**config.mk**
```make
export PLATFORM = sky130hd
export DESIGN_NAME = ccsr_regs
export DESIGN_NICKNAME = d
export VERILOG_FILES = /design/src/ccsr_pkg.sv /design/src/ccsr_regs.sv
export SDC_FILE = /design/constraint.sdc
export NUM_CORES = 1
export LEC_CHECK = 0
export BUFFER_PORTS_ARGS = -buffer_cell sky130_fd_sc_hd__buf_2
export CORE_MARGIN = 5
export CORE_UTILIZATION = 24
export DETAILED_ROUTE_END_ITERATION = 8
export SLEW_MARGIN = 10
export SYNTH_ARGS = -nofsm -noshare
export SYNTH_HDL_FRONTEND = slang
export SYNTH_SLANG_ARGS = --single-unit
```
**constraint.sdc**
```tcl
create_clock -name clk -period 6.6 [get_ports clk]
set_clock_uncertainty 0.2 [all_clocks]
set_input_delay 0.33 -clock clk [delete_from_list [all_inputs] [get_ports clk]]
set_output_delay 0.33 -clock clk [all_outputs]
set_load 0.05 [all_outputs]
```
**src/ccsr_pkg.sv**
```systemverilog
// constants and carrier types for the charger control and status register bank
package ccsr_pkg;

	// ------------------------------------------------------------
	// bus target and register offsets
	// ------------------------------------------------------------
	localparam logic [6:0] CCSR_TARGET_ADDR = 7'h69;
	localparam logic [7:0] CCSR_OFS_VOLT    = 8'h02;
	localparam logic [7:0] CCSR_OFS_CUR     = 8'h03;
	localparam logic [7:0] CCSR_OFS_SET1    = 8'h04;
	localparam logic [7:0] CCSR_OFS_SET2    = 8'h05;
	localparam logic [7:0] CCSR_OFS_TEMP    = 8'h06;
	localparam logic [7:0] CCSR_OFS_LOOP    = 8'h07;
	localparam logic [7:0] CCSR_OFS_FAULT   = 8'h08;
	localparam logic [7:0] CCSR_OFS_FLAGS   = 8'h09;
	localparam logic [7:0] CCSR_OFS_MASK    = 8'h0a;

	// ------------------------------------------------------------
	// reset values and writable-bit masks
	// ------------------------------------------------------------
	localparam logic [7:0] CCSR_RST_VOLT  = 8'h01;
	localparam logic [7:0] CCSR_RST_CUR   = 8'h4a;
	localparam logic [7:0] CCSR_RST_SET1  = 8'h0a;
	localparam logic [7:0] CCSR_RST_SET2  = 8'h54;
	localparam logic [7:0] CCSR_RST_TEMP  = 8'h97;
	localparam logic [7:0] CCSR_RST_MASK  = 8'h00;
	localparam logic [7:0] CCSR_WMASK_VOLT = 8'h0f;
	localparam logic [7:0] CCSR_WMASK_CUR  = 8'h7f;
	localparam logic [7:0] CCSR_WMASK_SET1 = 8'h3f;
	localparam logic [7:0] CCSR_WMASK_FULL = 8'hff;

	// ------------------------------------------------------------
	// field positions
	// ------------------------------------------------------------
	localparam int CCSR_POS_CELL      = 3;
	localparam int CCSR_POS_IN_LIMIT  = 4;
	localparam int CCSR_POS_DRIVE     = 5;
	localparam int CCSR_POS_RATE      = 3;
	localparam int CCSR_POS_TRK_TMO   = 6;
	localparam int CCSR_POS_FAST_TMO  = 4;
	localparam int CCSR_POS_TERM      = 2;
	localparam int CCSR_POS_LOW_THR   = 6;
	localparam int CCSR_POS_HIGH_THR  = 4;
	localparam int CCSR_POS_VCUT      = 2;
	localparam int CCSR_LATCH_BITS    = 6;

	// ------------------------------------------------------------
	// alert pulse timing
	// ------------------------------------------------------------
	localparam int CCSR_CLK_PERIOD_PS = 4000;
	localparam int CCSR_ALERT_US      = 456;
	localparam int CCSR_ALERT_CYCLES  = (CCSR_ALERT_US * 1000000) / CCSR_CLK_PERIOD_PS;
	localparam int CCSR_CNT_W         = 18;

	// ------------------------------------------------------------
	// carriers
	// ------------------------------------------------------------
	typedef struct packed {
		logic       wr;
		logic       rd;
		logic [6:0] target;
		logic [7:0] addr;
		logic [7:0] wdata;
	} ccsr_req_t;

	typedef struct packed {
		logic       ack;
		logic       nack;
		logic [7:0] rdata;
	} ccsr_rsp_t;

	typedef struct packed {
		logic       two_cells;
		logic [2:0] charge_voltage_code;
		logic [2:0] input_current_limit;
		logic [3:0] charge_current_code;
		logic       gate_drive_strength;
		logic [1:0] switching_rate_select;
		logic [2:0] input_voltage_regulation;
		logic [1:0] trickle_phase_timeout;
		logic [1:0] fast_charge_timeout;
		logic [1:0] termination_current;
		logic [1:0] trickle_current;
		logic [1:0] low_caution_threshold;
		logic [1:0] high_caution_threshold;
		logic [1:0] high_caution_voltage_cut;
		logic [1:0] low_caution_current_fraction;
	} ccsr_cfg_t;

endpackage

```
**src/ccsr_regs.sv**
```systemverilog
// charger control, status, read-to-clear flag and alert mask register bank
`timescale 1ns/1ps
// Notes on behaviour
// voltage register bit 3 picks one cell (0, default) or two cells (1).
// voltage bits 2..0 pick per-cell target 4.1V..4.5V, default code 001.
// current register bits 6..4 pick input limit 90mA..2800mA, default 100.
// current bits 3..0: 0000 stops charging, else 200mA steps, default 1010.
// setting one bit 5 picks gate drive: 0 fast (default), 1 slow.
// setting one bits 4..3 pick switching rate 400..1000kHz, default 01.
// setting one bits 2..0 pick input voltage regulation point, default 010.
// setting two bits 7..6 pick trickle timeout 15..60 minutes, default 01.
// setting two bits 5..4 pick fast charge timeout 4..10 hours, default 6h.
// setting two bits 3..2 pick termination current 100..400mA, default 01.
// setting two bits 1..0 pick trickle current 200..500mA.
// temperature bits 7..6 pick low caution threshold, default 10.
// temperature bits 5..4 pick high caution threshold, default 01.
// temperature bits 3..2 pick high caution voltage cut, default 100mV.
// temperature bits 1..0 pick low caution current fraction, default 11.
// loop status bits 7..3 show which regulation loop is in control.
// loop status bits 2..0 show overcurrent, low and high caution zone.
// fault status bit 6 is high while input is above 14V.
// fault status bit 5 is high while battery exceeds 104 percent target.
// fault status bits 4..0 show timer, done, shutdown, cold, hot.
// flag bits 5..0 latch on status rise and clear when flags are read.
// flag bits 7..6 follow status until read; zero after read or status low.
// a set mask bit withholds the alert for that event; default clear.
// masked events still update status and flag bits.
// an unmasked rising event gives one low alert pulse of 456us.
// the bank answers only to bus target address 0x69.
// reserved bits read zero and ignore writes.
module ccsr_regs #(
	parameter int ALERT_CYCLES = ccsr_pkg::CCSR_ALERT_CYCLES
) (
	input  wire logic               clk,
	input  wire logic               rst,
	input  wire ccsr_pkg::ccsr_req_t req,
	output ccsr_pkg::ccsr_rsp_t      rsp,
	input  wire logic [7:0]         loop_in,
	input  wire logic [7:0]         fault_in,
	output ccsr_pkg::ccsr_cfg_t      cfg,
	output logic                    alert_n
);
	import ccsr_pkg::*;

	// ------------------------------------------------------------
	// storage
	// ------------------------------------------------------------
	logic [7:0]            volt_reg;
	logic [7:0]            cur_reg;
	logic [7:0]            set1_reg;
	logic [7:0]            set2_reg;
	logic [7:0]            temp_reg;
	logic [7:0]            mask_reg;
	logic [7:0]            loop_s1, loop_s2, loop_s3, loop_stat;
	logic [7:0]            fault_s1, fault_s2, fault_s3, fault_stat;
	logic [7:0]            fault_prev;
	logic [CCSR_LATCH_BITS-1:0] flag_lat;
	logic [1:0]            seen;
	logic [CCSR_CNT_W-1:0] alert_cnt;

	// ------------------------------------------------------------
	// decode
	// ------------------------------------------------------------
	wire        sel      = req.target == CCSR_TARGET_ADDR;
	wire        do_wr    = sel && req.wr;
	wire        do_rd    = sel && req.rd;
	wire        hit_volt = req.addr == CCSR_OFS_VOLT;
	wire        hit_cur  = req.addr == CCSR_OFS_CUR;
	wire        hit_set1 = req.addr == CCSR_OFS_SET1;
	wire        hit_set2 = req.addr == CCSR_OFS_SET2;
	wire        hit_temp = req.addr == CCSR_OFS_TEMP;
	wire        hit_mask = req.addr == CCSR_OFS_MASK;
	wire        hit_flag = req.addr == CCSR_OFS_FLAGS;
	wire        mapped   = hit_volt | hit_cur | hit_set1 | hit_set2 | hit_temp | hit_mask | hit_flag
	                       | req.addr == CCSR_OFS_LOOP | req.addr == CCSR_OFS_FAULT;
	wire        rd_flags = do_rd && hit_flag;
	wire [7:0]  rise     = fault_stat & ~fault_prev;
	wire [7:0]  flags    = {fault_stat[7:6] & ~seen, flag_lat};
	wire        event_go = |(rise & ~mask_reg);

	wire [7:0] rd_mux =
		hit_volt ? volt_reg :
		hit_cur  ? cur_reg :
		hit_set1 ? set1_reg :
		hit_set2 ? set2_reg :
		hit_temp ? temp_reg :
		hit_mask ? mask_reg :
		hit_flag ? flags :
		req.addr == CCSR_OFS_LOOP ? loop_stat :
		req.addr == CCSR_OFS_FAULT ? fault_stat :
		8'h00;

	// masked write: reserved bits keep zero
	function automatic logic [7:0] wmerge(input logic [7:0] wmask, input logic [7:0] d);
		return d & wmask;
	endfunction

	// ------------------------------------------------------------
	// control registers
	// ------------------------------------------------------------
	always_ff @(posedge clk or posedge rst) begin
		if (rst) begin
			volt_reg <= CCSR_RST_VOLT;
			cur_reg  <= CCSR_RST_CUR;
			set1_reg <= CCSR_RST_SET1;
			set2_reg <= CCSR_RST_SET2;
			temp_reg <= CCSR_RST_TEMP;
			mask_reg <= CCSR_RST_MASK;
		end else if (do_wr) begin
			if (hit_volt) volt_reg <= wmerge(CCSR_WMASK_VOLT, req.wdata);
			if (hit_cur)  cur_reg  <= wmerge(CCSR_WMASK_CUR, req.wdata);
			if (hit_set1) set1_reg <= wmerge(CCSR_WMASK_SET1, req.wdata);
			if (hit_set2) set2_reg <= wmerge(CCSR_WMASK_FULL, req.wdata);
			if (hit_temp) temp_reg <= wmerge(CCSR_WMASK_FULL, req.wdata);
			if (hit_mask) mask_reg <= wmerge(CCSR_WMASK_FULL, req.wdata);
		end
	end

	// ------------------------------------------------------------
	// configuration outputs
	// ------------------------------------------------------------
	always_ff @(posedge clk or posedge rst) begin
		if (rst) begin
			cfg <= '0;
		end else begin
			cfg.two_cells                    <= volt_reg[CCSR_POS_CELL];
			cfg.charge_voltage_code          <= volt_reg[2:0];
			cfg.input_current_limit          <= cur_reg[CCSR_POS_IN_LIMIT +: 3];
			cfg.charge_current_code          <= cur_reg[3:0];
			cfg.gate_drive_strength          <= set1_reg[CCSR_POS_DRIVE];
			cfg.switching_rate_select        <= set1_reg[CCSR_POS_RATE +: 2];
			cfg.input_voltage_regulation     <= set1_reg[2:0];
			cfg.trickle_phase_timeout        <= set2_reg[CCSR_POS_TRK_TMO +: 2];
			cfg.fast_charge_timeout          <= set2_reg[CCSR_POS_FAST_TMO +: 2];
			cfg.termination_current          <= set2_reg[CCSR_POS_TERM +: 2];
			cfg.trickle_current              <= set2_reg[1:0];
			cfg.low_caution_threshold        <= temp_reg[CCSR_POS_LOW_THR +: 2];
			cfg.high_caution_threshold       <= temp_reg[CCSR_POS_HIGH_THR +: 2];
			cfg.high_caution_voltage_cut     <= temp_reg[CCSR_POS_VCUT +: 2];
			cfg.low_caution_current_fraction <= temp_reg[1:0];
		end
	end

	// ------------------------------------------------------------
	// status input synchronisers
	// ------------------------------------------------------------
	always_ff @(posedge clk or posedge rst) begin
		if (rst) begin
			loop_s1    <= 8'h00;
			loop_s2    <= 8'h00;
			loop_s3    <= 8'h00;
			loop_stat  <= 8'h00;
			fault_s1   <= 8'h00;
			fault_s2   <= 8'h00;
			fault_s3   <= 8'h00;
			fault_stat <= 8'h00;
			fault_prev <= 8'h00;
		end else begin
			loop_s1    <= loop_in;
			loop_s2    <= loop_s1;
			loop_s3    <= loop_s2;
			loop_stat  <= (~(loop_s2 ^ loop_s3) & loop_s3) | ((loop_s2 ^ loop_s3) & loop_stat);
			fault_s1   <= fault_in;
			fault_s2   <= fault_s1;
			fault_s3   <= fault_s2;
			fault_stat <= (~(fault_s2 ^ fault_s3) & fault_s3) | ((fault_s2 ^ fault_s3) & fault_stat);
			fault_prev <= fault_stat;
		end
	end

	// ------------------------------------------------------------
	// flags: a rise in the read cycle survives the clear
	// ------------------------------------------------------------
	always_ff @(posedge clk or posedge rst) begin
		if (rst) begin
			flag_lat <= '0;
			seen     <= 2'h0;
		end else begin
			flag_lat <= (flag_lat & ~{CCSR_LATCH_BITS{rd_flags}}) | rise[CCSR_LATCH_BITS-1:0];
			seen     <= (seen | {2{rd_flags}}) & fault_stat[7:6];
		end
	end

	// ------------------------------------------------------------
	// bus answer: one cycle after the request
	// ------------------------------------------------------------
	always_ff @(posedge clk or posedge rst) begin
		if (rst) begin
			rsp <= '0;
		end else begin
			rsp.ack   <= (do_wr | do_rd) & mapped;
			rsp.nack  <= (do_wr | do_rd) & ~mapped;
			rsp.rdata <= do_rd ? rd_mux : 8'h00;
		end
	end

	// ------------------------------------------------------------
	// alert pulse; events during a pulse do not restart it
	// ------------------------------------------------------------
	always_ff @(posedge clk or posedge rst) begin
		if (rst) begin
			alert_cnt <= '0;
			alert_n   <= 1'b1;
		end else if (alert_cnt == '0) begin
			if (event_go) begin
				alert_cnt <= CCSR_CNT_W'(ALERT_CYCLES);
				alert_n   <= 1'b0;
			end
		end else begin
			alert_cnt <= alert_cnt - 1'b1;
			alert_n   <= alert_cnt == CCSR_CNT_W'(1);
		end
	end

	int unsigned low_len;
	always_ff @(posedge clk or posedge rst) begin
		if (rst) low_len <= 0;
		else low_len <= alert_n ? 0 : low_len + 1;
	end
endmodule

```
==> results_tabular.tex, run 1 <==
\begin{tabular}{lr}
\hline
Metric & Value \\
\hline
\multicolumn{2}{l}{\textbf{Run status}} \\
\quad Run status & finished, final reports clean \\
\multicolumn{2}{l}{\textbf{Flow run}} \\
\quad Max-cap viol count & 0 \\
\multicolumn{2}{l}{\textbf{Critical path}} \\
\quad Delay of the slowest cell on the worst path & 560 ps \\
\quad Combined buffer and inverter count along the critical path & 0 \\
\quad Worst-path maximum fanout & 8 \\
\quad Worst path required time & around 6700 ps \\
\quad Crit path capture type & register \\
\quad Cell type group with the largest total delay on the critical path & simple AND/OR/NAND/NOR gates \\
\quad Startpoint type of the worst setup path & register \\
\quad Kind of critical path & reg2reg \\
\quad Critical path arrival & about 2600 ps \\
\quad Slowest cell on crit path & sky130\_fd\_sc\_hd\_\_nor3\_1 \\
\quad Critical Path, Cell by Cell & nor3\_1 -> nand4\_1 -> or2\_4 -> nor2\_8 -> o21ai\_0 \\
\multicolumn{2}{l}{\textbf{CTS}} \\
\quad Insertion delay of the later-clocked pin in the worst-skew pair & approximately 440 ps \\
\quad Clock-pin transition on the worst setup and hold timing paths & around 70 ps \\
\quad Clock tree from TritonCTS & yes \\
\quad Number of buffers on the longest clock path & 2 \\
\quad Number of clock sinks & about 180 \\
\quad Maximum level of the CTS H-tree & 4 \\
\quad Number of buffers inserted during clock tree synthesis & 17 \\
\quad Master cell of the clock root buffer & sky130\_fd\_sc\_hd\_\_clkbuf\_16 \\
\quad Number of cells upsized or downsized after cts & 0 \\
\multicolumn{2}{l}{\textbf{Final layout}} \\
\quad Fraction of final layout cells sized beyond drive strength 1 & 31.41\% \\
\quad Antenna Cells & 0 \\
\quad Finished layout cell area & between 8000 and 9000 sq um \\
\quad Most frequent cells in the layout & sky130\_fd\_sc\_hd\_\_dfrtp\_1 (168), sky130\_fd\_sc\_hd\_\_buf\_2 (86), sky130\_fd\_sc\_hd\_\_mux2\_2 (43) \\
\quad Largest registers & cfg x33, alert\_cnt x18, rsp x10 \\
\quad Area delta synth->final & 23.71\% \\
\quad Number of nets at the end of the flow & roughly 660 \\
\quad Most flop-heavy register & cfg \\
\quad Largest register FFs & 33 \\
\quad Filler cell count & $\sim$2,900 \\
\quad Most common library cell in the layout ignoring fill and taps & sky130\_fd\_sc\_hd\_\_dfrtp\_1 \\
\multicolumn{2}{l}{\textbf{Synth}} \\
\quad Post-Synthesis Cells & approximately 500 \\
\quad Syn\_area\_per\_cell & roughly 14 sq um \\
\quad Yosys warns & 0 \\
\quad Post-synth design cell area & approximately 7000 sq um \\
\quad Register bit count reported by yosys & 183 \\
\quad Sequential cell area fraction in the yosys report & 67.17\% \\
\quad Syn nets & $\sim$550 \\
\quad Async set or reset register ratio after synthesis & 100.0\% \\
\quad Prevailing post-synth register cell & sky130\_fd\_sc\_hd\_\_dfrtp\_1 \\
\quad EDFF count, synth & 0 \\
\quad Number of distinct library cells after synthesis & 64 \\
\multicolumn{2}{l}{\textbf{Routing}} \\
\quad Count of routing violations after the opening detailed-route iteration & approximately 290 \\
\quad Wire length on met1 & 7343 microns \\
\quad Routed met2 length & between 6000 and 7000 microns \\
\quad Routed Antenna Nets & 0 \\
\quad Detail-routed via count per cell & around 4.3 \\
\quad Remaining routing DRC violations & 0 \\
\quad Pre-antenna DRT Iters & 4 \\
\quad Total wirelength of the detailed-routed design & $\sim$15,000 microns \\
\quad Uppermost signal routing layer after detailed routing & met4 \\
\quad Met3 layer wire length in the routed design & 1011 microns \\
\quad DR vias & between 4,000 and 5,000 \\
\quad Routed wirelength normalized by instance count & roughly 15 microns \\
\multicolumn{2}{l}{\textbf{Timing}} \\
\quad Setup ws final & 4108 ps \\
\quad Relative slew margins & between 40 and 50\% \\
\quad Fin crit period & $\sim$2500 ps \\
\quad Final Max Slew Viols & 0 \\
\quad Setup violators final & 0 \\
\quad Worst Max-Slew Pin Slew & 831.0 ps \\
\quad F\_max & approximately 0.4 GHz \\
\quad Worst Hold Slack & 28.51 ps \\
\quad Final number of hold-violating endpoints & 0 \\
\quad Portion of the clock cycle consumed by the worst path in the final layout & between 30\% and 40\% \\
\quad Setup repair after global routing missed its margin & false \\
\quad Sum of negative setup slack & 0 ps \\
\multicolumn{2}{l}{\textbf{Floorplan}} \\
\quad Top-level I/O count & 87 \\
\quad Core Rows & between 60 and 70 \\
\quad Die height & 178.9 microns \\
\quad Overall die width & approximately 180 microns \\
\quad Die area & 32,000 sq um \\
\quad Initial core utilization & $\sim$24\% \\
\quad Core area & 28,010 sq um \\
\multicolumn{2}{l}{\textbf{Min path}} \\
\quad Worst hold path type & in2reg \\
\multicolumn{2}{l}{\textbf{GRT}} \\
\quad Via count of the first global-routing pass & 4,448 \\
\quad Pin count of the biggest net entering global routing & between 60 and 70 \\
\quad First-pass GRT wire length & between 20,000 and 30,000 microns \\
\quad Antenna violations before repair & 0 \\
\quad Combined global-route utilization of all metal layers & slightly above 10\% \\
\quad GRT Residual Overflow & 0 \\
\multicolumn{2}{l}{\textbf{Power}} \\
\quad Power density normalized to cell area & between 200 and 300 nW/um\^{}2 \\
\quad Worst vdd rail ir drop & 0.0001357 V \\
\quad Static Leakage & approximately 3.8 nW \\
\multicolumn{2}{l}{\textbf{Placement}} \\
\quad Half-perimeter wire length after detailed placement & between 10,000 and 15,000 microns \\
\quad \# port buffers & between 80 and 90 \\
\quad Global placer's final weighted congestion & 0.8374 \\
\quad Pre-CTS WS & $\sim$3700 ps \\
\quad Area after DPL & between 7000 and 8000 sq um \\
\hline
\end{tabular}
final cells by class:
cell class	count	area, sq um	area share [%]
Inverter	16	65.06	0.7683
Sequential cell	183	4598	54.30
Timing Repair Buffer	107	633.1	7.476
Clock inverter	14	133.9	1.581
Tap cell	378	473.0	5.585
Clock buffer	18	439.2	5.186
Multi-Input combinational cell	286	2126	25.10
kinds of logic after synthesis:
family / after synthesis / synth area share, %
simple gates: 127 / 10.84
fa+ha+maj: 18 / 2.705
buf+inv: 32 / 1.773
flops: 183 / 67.17
mux: 48 / 7.805
xor+xnor: 5 / 0.6397
compound gates: 88 / 9.066
layer usage:
metal  track usage (%)  up-vias
li1                  -     2047
met1             14.18     2145
met4             3.582        0
met2             15.44      119
met5                 0        -
met3             2.573        9
report_power, final:
group          switching (mW)  leakage, nW  internal, mW
Clock                   0.469        0.284         0.510
Combinational          0.0645         1.24        0.0407
Sequential             0.0275         2.26          1.16
Total                   0.561         3.78          1.71
stage by stage:
step	std cells	total power, mW	util [%]
3_3_place_gp	952	1.304	27.54
2_1_floorplan	501	1.261	-
6_report	1002	2.269	30.23
4_1_cts	1002	2.300	30.23
5_1_grt	1002	2.371	30.23
3_5_place_dp	952	1.306	27.54
cell usage after synthesis, types with 5 or more instances:
master,number,area share [%]
sky130_fd_sc_hd__a21oi_1,14,1.0
sky130_fd_sc_hd__a22o_1,6,0.77
sky130_fd_sc_hd__clkbuf_1,14,0.77
sky130_fd_sc_hd__dfrtp_1,168,61
sky130_fd_sc_hd__dfstp_2,15,5.8
sky130_fd_sc_hd__inv_1,16,0.88
sky130_fd_sc_hd__maj3_1,16,2.3
sky130_fd_sc_hd__mux2_2,43,7.1
sky130_fd_sc_hd__mux2i_1,5,0.73
sky130_fd_sc_hd__nand2_1,20,1.1
sky130_fd_sc_hd__nand2b_1,10,0.91
sky130_fd_sc_hd__nand3_1,8,0.58
sky130_fd_sc_hd__nor2_1,20,1.1
sky130_fd_sc_hd__nor2b_1,7,0.64
sky130_fd_sc_hd__nor3_1,13,0.95
sky130_fd_sc_hd__nor3b_1,7,0.77
sky130_fd_sc_hd__o21ai_0,20,1.5
sky130_fd_sc_hd__o22ai_1,5,0.46
sky130_fd_sc_hd__o2bb2ai_1,6,0.77
sky130_fd_sc_hd__or4_1,5,0.55
worst reg2reg max path: cells and delay by family (launching register included):
kind / cells / cell delay, ps
AO/OA/AOI/OAI: 1 / 110
flip-flops: 1 / 420
AND/OR/NAND/NOR: 4 / 1650
what timing repair did:
| action | in CTS | in global routing |
|---|---|---|
| hold buffers | 18 | 0 |
| buffers inserted | 0 | 0 |
| hold endpoints to repair | 68 | 0 |
final timing paths:
kind | start | endpoint | slack [ps] | cells after the start
max in group asynchronous | rst | alert_cnt[16]$_DFFE_PP0P_ | 4710 | 4
max | alert_cnt[2]$_DFFE_PP0P_ | alert_cnt[8]$_DFFE_PP0P_ | 4110 | 5
min | req[6] | set2_reg[6]$_DFFE_PP1P_ | 30 | 2
min reg2reg | fault_s1[6]$_DFF_PP0_ | fault_s2[6]$_DFF_PP0_ | 150 | 0
max reg2reg | alert_cnt[2]$_DFFE_PP0P_ | alert_cnt[8]$_DFFE_PP0P_ | 4110 | 5
min in group asynchronous | rst | fault_s3[3]$_DFF_PP0_ | 290 | 3
Note: power is estimated with default switching activity, not from simulation.
==> inputs of run 2 (changes only) <==
==> constraint.sdc (replaced) <==
create_clock -name clk -period 2.4 [get_ports clk]
set_clock_uncertainty 0.2 [all_clocks]
set_input_delay 0.12 -clock clk [delete_from_list [all_inputs] [get_ports clk]]
set_output_delay 0.12 -clock clk [all_outputs]
set_load 0.05 [all_outputs]
==> results_tabular.tex, run 2 (synthesized netlist as in run 1, its figures left out) <==
\begin{tabular}{lr}
\hline
Metric & Value \\
\hline
\multicolumn{2}{l}{\textbf{Run status}} \\
\quad Run status & finished, final reports clean (unchanged) \\
\multicolumn{2}{l}{\textbf{Placement}} \\
\quad Half-perimeter wire length after detailed placement & 11,320 microns (was 10,970 microns) \\
\quad Pre-CTS WS & 68.34 ps (was 3730 ps) \\
\quad Inst Count DP & 978 (was 952) \\
\quad \# port buffers & 86 (unchanged) \\
\quad Global placer's final weighted congestion & 0.8426 (was 0.8374) \\
\multicolumn{2}{l}{\textbf{CTS}} \\
\quad Number of buffers inserted during clock tree synthesis & 17 (unchanged) \\
\quad Clock-pin transition on the worst setup and hold timing paths & 80 ps (was 70 ps) \\
\quad Clock tree from TritonCTS & yes (unchanged) \\
\quad Maximum level of the CTS H-tree & 4 (unchanged) \\
\quad Number of buffers on the longest clock path & 2 (unchanged) \\
\quad Insertion delay of the later-clocked pin in the worst-skew pair & 440 ps (about the same) \\
\quad Master cell of the clock root buffer & sky130\_fd\_sc\_hd\_\_clkbuf\_16 (unchanged) \\
\quad Number of clock sinks & 183 (unchanged) \\
\multicolumn{2}{l}{\textbf{Routing}} \\
\quad Routed wirelength normalized by instance count & 15.19 microns (was 15.46 microns) \\
\quad DR vias & 4,473 (was 4,320) \\
\quad Pre-antenna DRT Iters & 4 (unchanged) \\
\quad Routed Antenna Nets & 0 (unchanged) \\
\quad Remaining routing DRC violations & 0 (unchanged) \\
\quad Total wirelength of the detailed-routed design & 15,810 microns (was 15,490 microns) \\
\quad Detail-routed via count per cell & 4.297 (was 4.311) \\
\quad Count of routing violations after the opening detailed-route iteration & 304 (was 293) \\
\multicolumn{2}{l}{\textbf{Final layout}} \\
\quad Most frequent cells in the layout & sky130\_fd\_sc\_hd\_\_dfrtp\_1 (168), sky130\_fd\_sc\_hd\_\_buf\_2 (86), sky130\_fd\_sc\_hd\_\_mux2\_2 (43) (unchanged) \\
\quad Fraction of final layout cells sized beyond drive strength 1 & 33.84\% (was 31.41\%) \\
\quad Most common library cell in the layout ignoring fill and taps & sky130\_fd\_sc\_hd\_\_dfrtp\_1 (unchanged) \\
\quad Core Util, Final & 31.65\% (was 30.23\%) \\
\quad Filler cell count & 2,850 (was 2,868) \\
\quad Area delta synth->final & 29.50\% (was 23.71\%) \\
\quad Number of nets at the end of the flow & 694 (was 656) \\
\quad Largest registers & cfg x33, alert\_cnt x18, rsp x10 (unchanged) \\
\quad Most flop-heavy register & cfg (unchanged) \\
\quad Number of standard cells in the final layout excluding fillers & 1,041 (was 1,002) \\
\quad Largest register FFs & 33 (unchanged) \\
\multicolumn{2}{l}{\textbf{Critical path}} \\
\quad Worst reg-to-reg setup slack & 100 ps (was 4110 ps) \\
\quad Length in cells of the worst reg-to-reg path & 4 (was 5) \\
\quad Kind of critical path & reg2reg (unchanged) \\
\quad Endpoint of the worst-slack reg-to-reg timing path & alert\_cnt[0]\$\_DFFE\_PP0P\_ (was alert\_cnt[8]\$\_DFFE\_PP0P\_) \\
\quad Worst path required time & 2520 ps (was 6720 ps) \\
\quad Beginning of the critical path & alert\_cnt[11]\$\_DFFE\_PP0P\_ (was alert\_cnt[2]\$\_DFFE\_PP0P\_) \\
\quad Cell type group with the largest total delay on the critical path & simple AND/OR/NAND/NOR gates (unchanged) \\
\quad Combined buffer and inverter count along the critical path & 0 (unchanged) \\
\quad Worst-path maximum fanout & 5 (was 8) \\
\quad Critical path arrival & 2420 ps (was 2610 ps) \\
\quad Slowest cell on crit path & sky130\_fd\_sc\_hd\_\_or4\_1 (was sky130\_fd\_sc\_hd\_\_nor3\_1) \\
\quad Critical Path, Cell by Cell & or4\_1 -> or4\_4 -> or2\_4 -> mux2\_2 (was nor3\_1 -> nand4\_1 -> or2\_4 -> nor2\_8 -> o21ai\_0) \\
\quad Worst setup path endpoint & alert\_cnt[0]\$\_DFFE\_PP0P\_ (was alert\_cnt[8]\$\_DFFE\_PP0P\_) \\
\quad Crit path capture type & register (unchanged) \\
\quad Startpoint of the lowest-slack register-to-register path & alert\_cnt[11]\$\_DFFE\_PP0P\_ (was alert\_cnt[2]\$\_DFFE\_PP0P\_) \\
\quad Levels on crit path & 4 (was 5) \\
\quad Delay of the slowest cell on the worst path & 540 ps (was 560 ps) \\
\quad Startpoint type of the worst setup path & register (unchanged) \\
\multicolumn{2}{l}{\textbf{GRT}} \\
\quad Antenna violations before repair & 0 (unchanged) \\
\quad GRT Residual Overflow & 0 (unchanged) \\
\quad Via count of the first global-routing pass & 4,508 (was 4,448) \\
\quad First-pass GRT wire length & 25,630 microns (was 25,200 microns) \\
\quad Pin count of the biggest net entering global routing & 96 (was 68) \\
\quad Combined global-route utilization of all metal layers & 10.35\% (was 10.19\%) \\
\multicolumn{2}{l}{\textbf{Timing}} \\
\quad F\_max & 0.4356 GHz (was 0.4013 GHz) \\
\quad Worst Hold Slack & 12.07 ps (was 28.51 ps) \\
\quad Final number of hold-violating endpoints & 0 (unchanged) \\
\quad Relative slew margins & 53.16\% (was 44.60\%) \\
\quad Final Max Slew Viols & 0 (unchanged) \\
\quad Fin crit period & 2296 ps (was 2492 ps) \\
\quad Worst Max-Slew Pin Slew & 693.8 ps (was 831.0 ps) \\
\quad Setup violators final & 0 (unchanged) \\
\quad Sum of negative setup slack & 0 ps (unchanged) \\
\quad Setup repair after global routing missed its margin & false (unchanged) \\
\quad Setup ws final & 104.2 ps (was 4108 ps) \\
\quad Portion of the clock cycle consumed by the worst path in the final layout & 95.66\% (was 37.75\%) \\
\multicolumn{2}{l}{\textbf{Power}} \\
\quad Clock network fraction of total power & 44.7\% (was 43.1\%) \\
\quad Worst vdd rail ir drop & 0.0004165 V (was 0.0001357 V) \\
\quad Power share of the combinational group & 5.1\% (was 4.6\%) \\
\quad Static Leakage & 3.986 nW (was 3.785 nW) \\
\quad Power spent charging and discharging nets & 1.644 mW (was 0.5607 mW) \\
\quad Proportion of total power due to net switching & 25.34\% (was 24.71\%) \\
\quad Power density normalized to cell area & 731.8 nW/um\^{}2 (was 267.9 nW/um\^{}2) \\
\quad Internal Dissipation & 4.843 mW (was 1.708 mW) \\
\quad Relative contribution of sequential cells to total power & 50.2\% (was 52.2\%) \\
\multicolumn{2}{l}{\textbf{Floorplan}} \\
\quad Core Rows & 61 (unchanged) \\
\quad Die area & 32,000 sq um (unchanged) \\
\quad Top-level I/O count & 87 (unchanged) \\
\quad Initial core utilization & 24.44\% (unchanged) \\
\quad Die height & 178.9 microns (unchanged) \\
\quad Core area & 28,010 sq um (unchanged) \\
\quad Overall die width & 178.9 microns (unchanged) \\
\multicolumn{2}{l}{\textbf{Min path}} \\
\quad Worst hold path type & in2reg (unchanged) \\
\multicolumn{2}{l}{\textbf{Flow run}} \\
\quad Max-cap viol count & 0 (unchanged) \\
\hline
\end{tabular}
==> run 2: cell count changes in the layout (fill, tap and decap cells not counted), moves of 2 or more <==
cell / delta
sky130_fd_sc_hd__clkinv_8: +3
sky130_fd_sc_hd__buf_12: +2
sky130_fd_sc_hd__inv_6: -2
sky130_fd_sc_hd__clkinv_4: -4
sky130_fd_sc_hd__dlygate4sd3_1: +11
sky130_fd_sc_hd__buf_4: +25
sky130_fd_sc_hd__clkinvlp_4: +2
==> run 2: worst min path at each step <==
stage	start	end	slack [ps]	cells past startpoint
6_report	req[18]	seen[1]$_DFF_PP0_	10	5
4_1_cts	req[18]	seen[1]$_DFF_PP0_	20	5
3_5_place_dp	rst	loop_s2[4]$_DFF_PP0_	-120	2
3_3_place_gp	rst	loop_s2[4]$_DFF_PP0_	-120	2
2_1_floorplan	fault_in[0]	fault_s1[0]$_DFF_PP0_	-50	0
5_1_grt	req[17]	seen[1]$_DFF_PP0_	40	5
==> run 2: layer usage <==
| metal | routed length, microns | global-route usage [%] | up-vias | part of all wire [%] |
|---|---|---|---|---|
| li1 | - | - | 2111 | - |
| met1 | 7315 | 14.42 | 2232 | 46 |
| met2 | 7290 | 15.68 | 107 | 46 |
| met3 | 935 | 2.699 | 23 | 5.9 |
| met4 | 269 | 3.454 | 0 | 1.7 |
| met5 | 0 | 0 | - | 0 |
==> run 2: cell type report <==
cell class | count | area, sq um | area share, %
tap | 378 | 473.0 | 5.335
clock inverter | 15 | 198.9 | 2.244
timing repair buffer | 145 | 970.9 | 10.95
inverter | 16 | 63.81 | 0.7198
multi-input combinational | 286 | 2132 | 24.05
antenna | 1 | 2.502 | 0.02823
sequential | 183 | 4598 | 51.87
clock buffer | 17 | 425.4 | 4.799
==> run 2: worst register-to-register path, stage by stage, from the launching register on <==
cell and delay (ps):
sky130_fd_sc_hd__dfrtp_1 380, sky130_fd_sc_hd__or4_1 540, sky130_fd_sc_hd__or4_4 480, sky130_fd_sc_hd__or2_4 310, sky130_fd_sc_hd__mux2_2 270
==> run 2: per-stage QoR <==
stage,cell area (sq um),total power [mW]
CTS,8848,6.563
global placement,7934,3.610
detailed placement,7934,3.616
global route,8862,6.759
finish,8865,6.487
floorplan,6849,3.468
==> run 2: repair_timing <==
| action | in CTS | in global routing |
|---|---|---|
| buffers inserted | 0 | 1 |
| hold buffers | 29 | 0 |
| endpoints found under the hold margin | 228 | 0 |
| gates resized for setup | 0 | 1 |
| setup endpoints to repair | 0 | 8 |
==> run 2: power groups by stage <==
stage	sequential [mW]	clock [mW]	combinational (mW)
floorplan	3.29	0	0.174
global placement	3.32	0	0.294
detailed placement	3.32	0	0.299
global route	3.27	3.11	0.372
CTS	3.26	2.97	0.333
finish	3.26	2.90	0.329
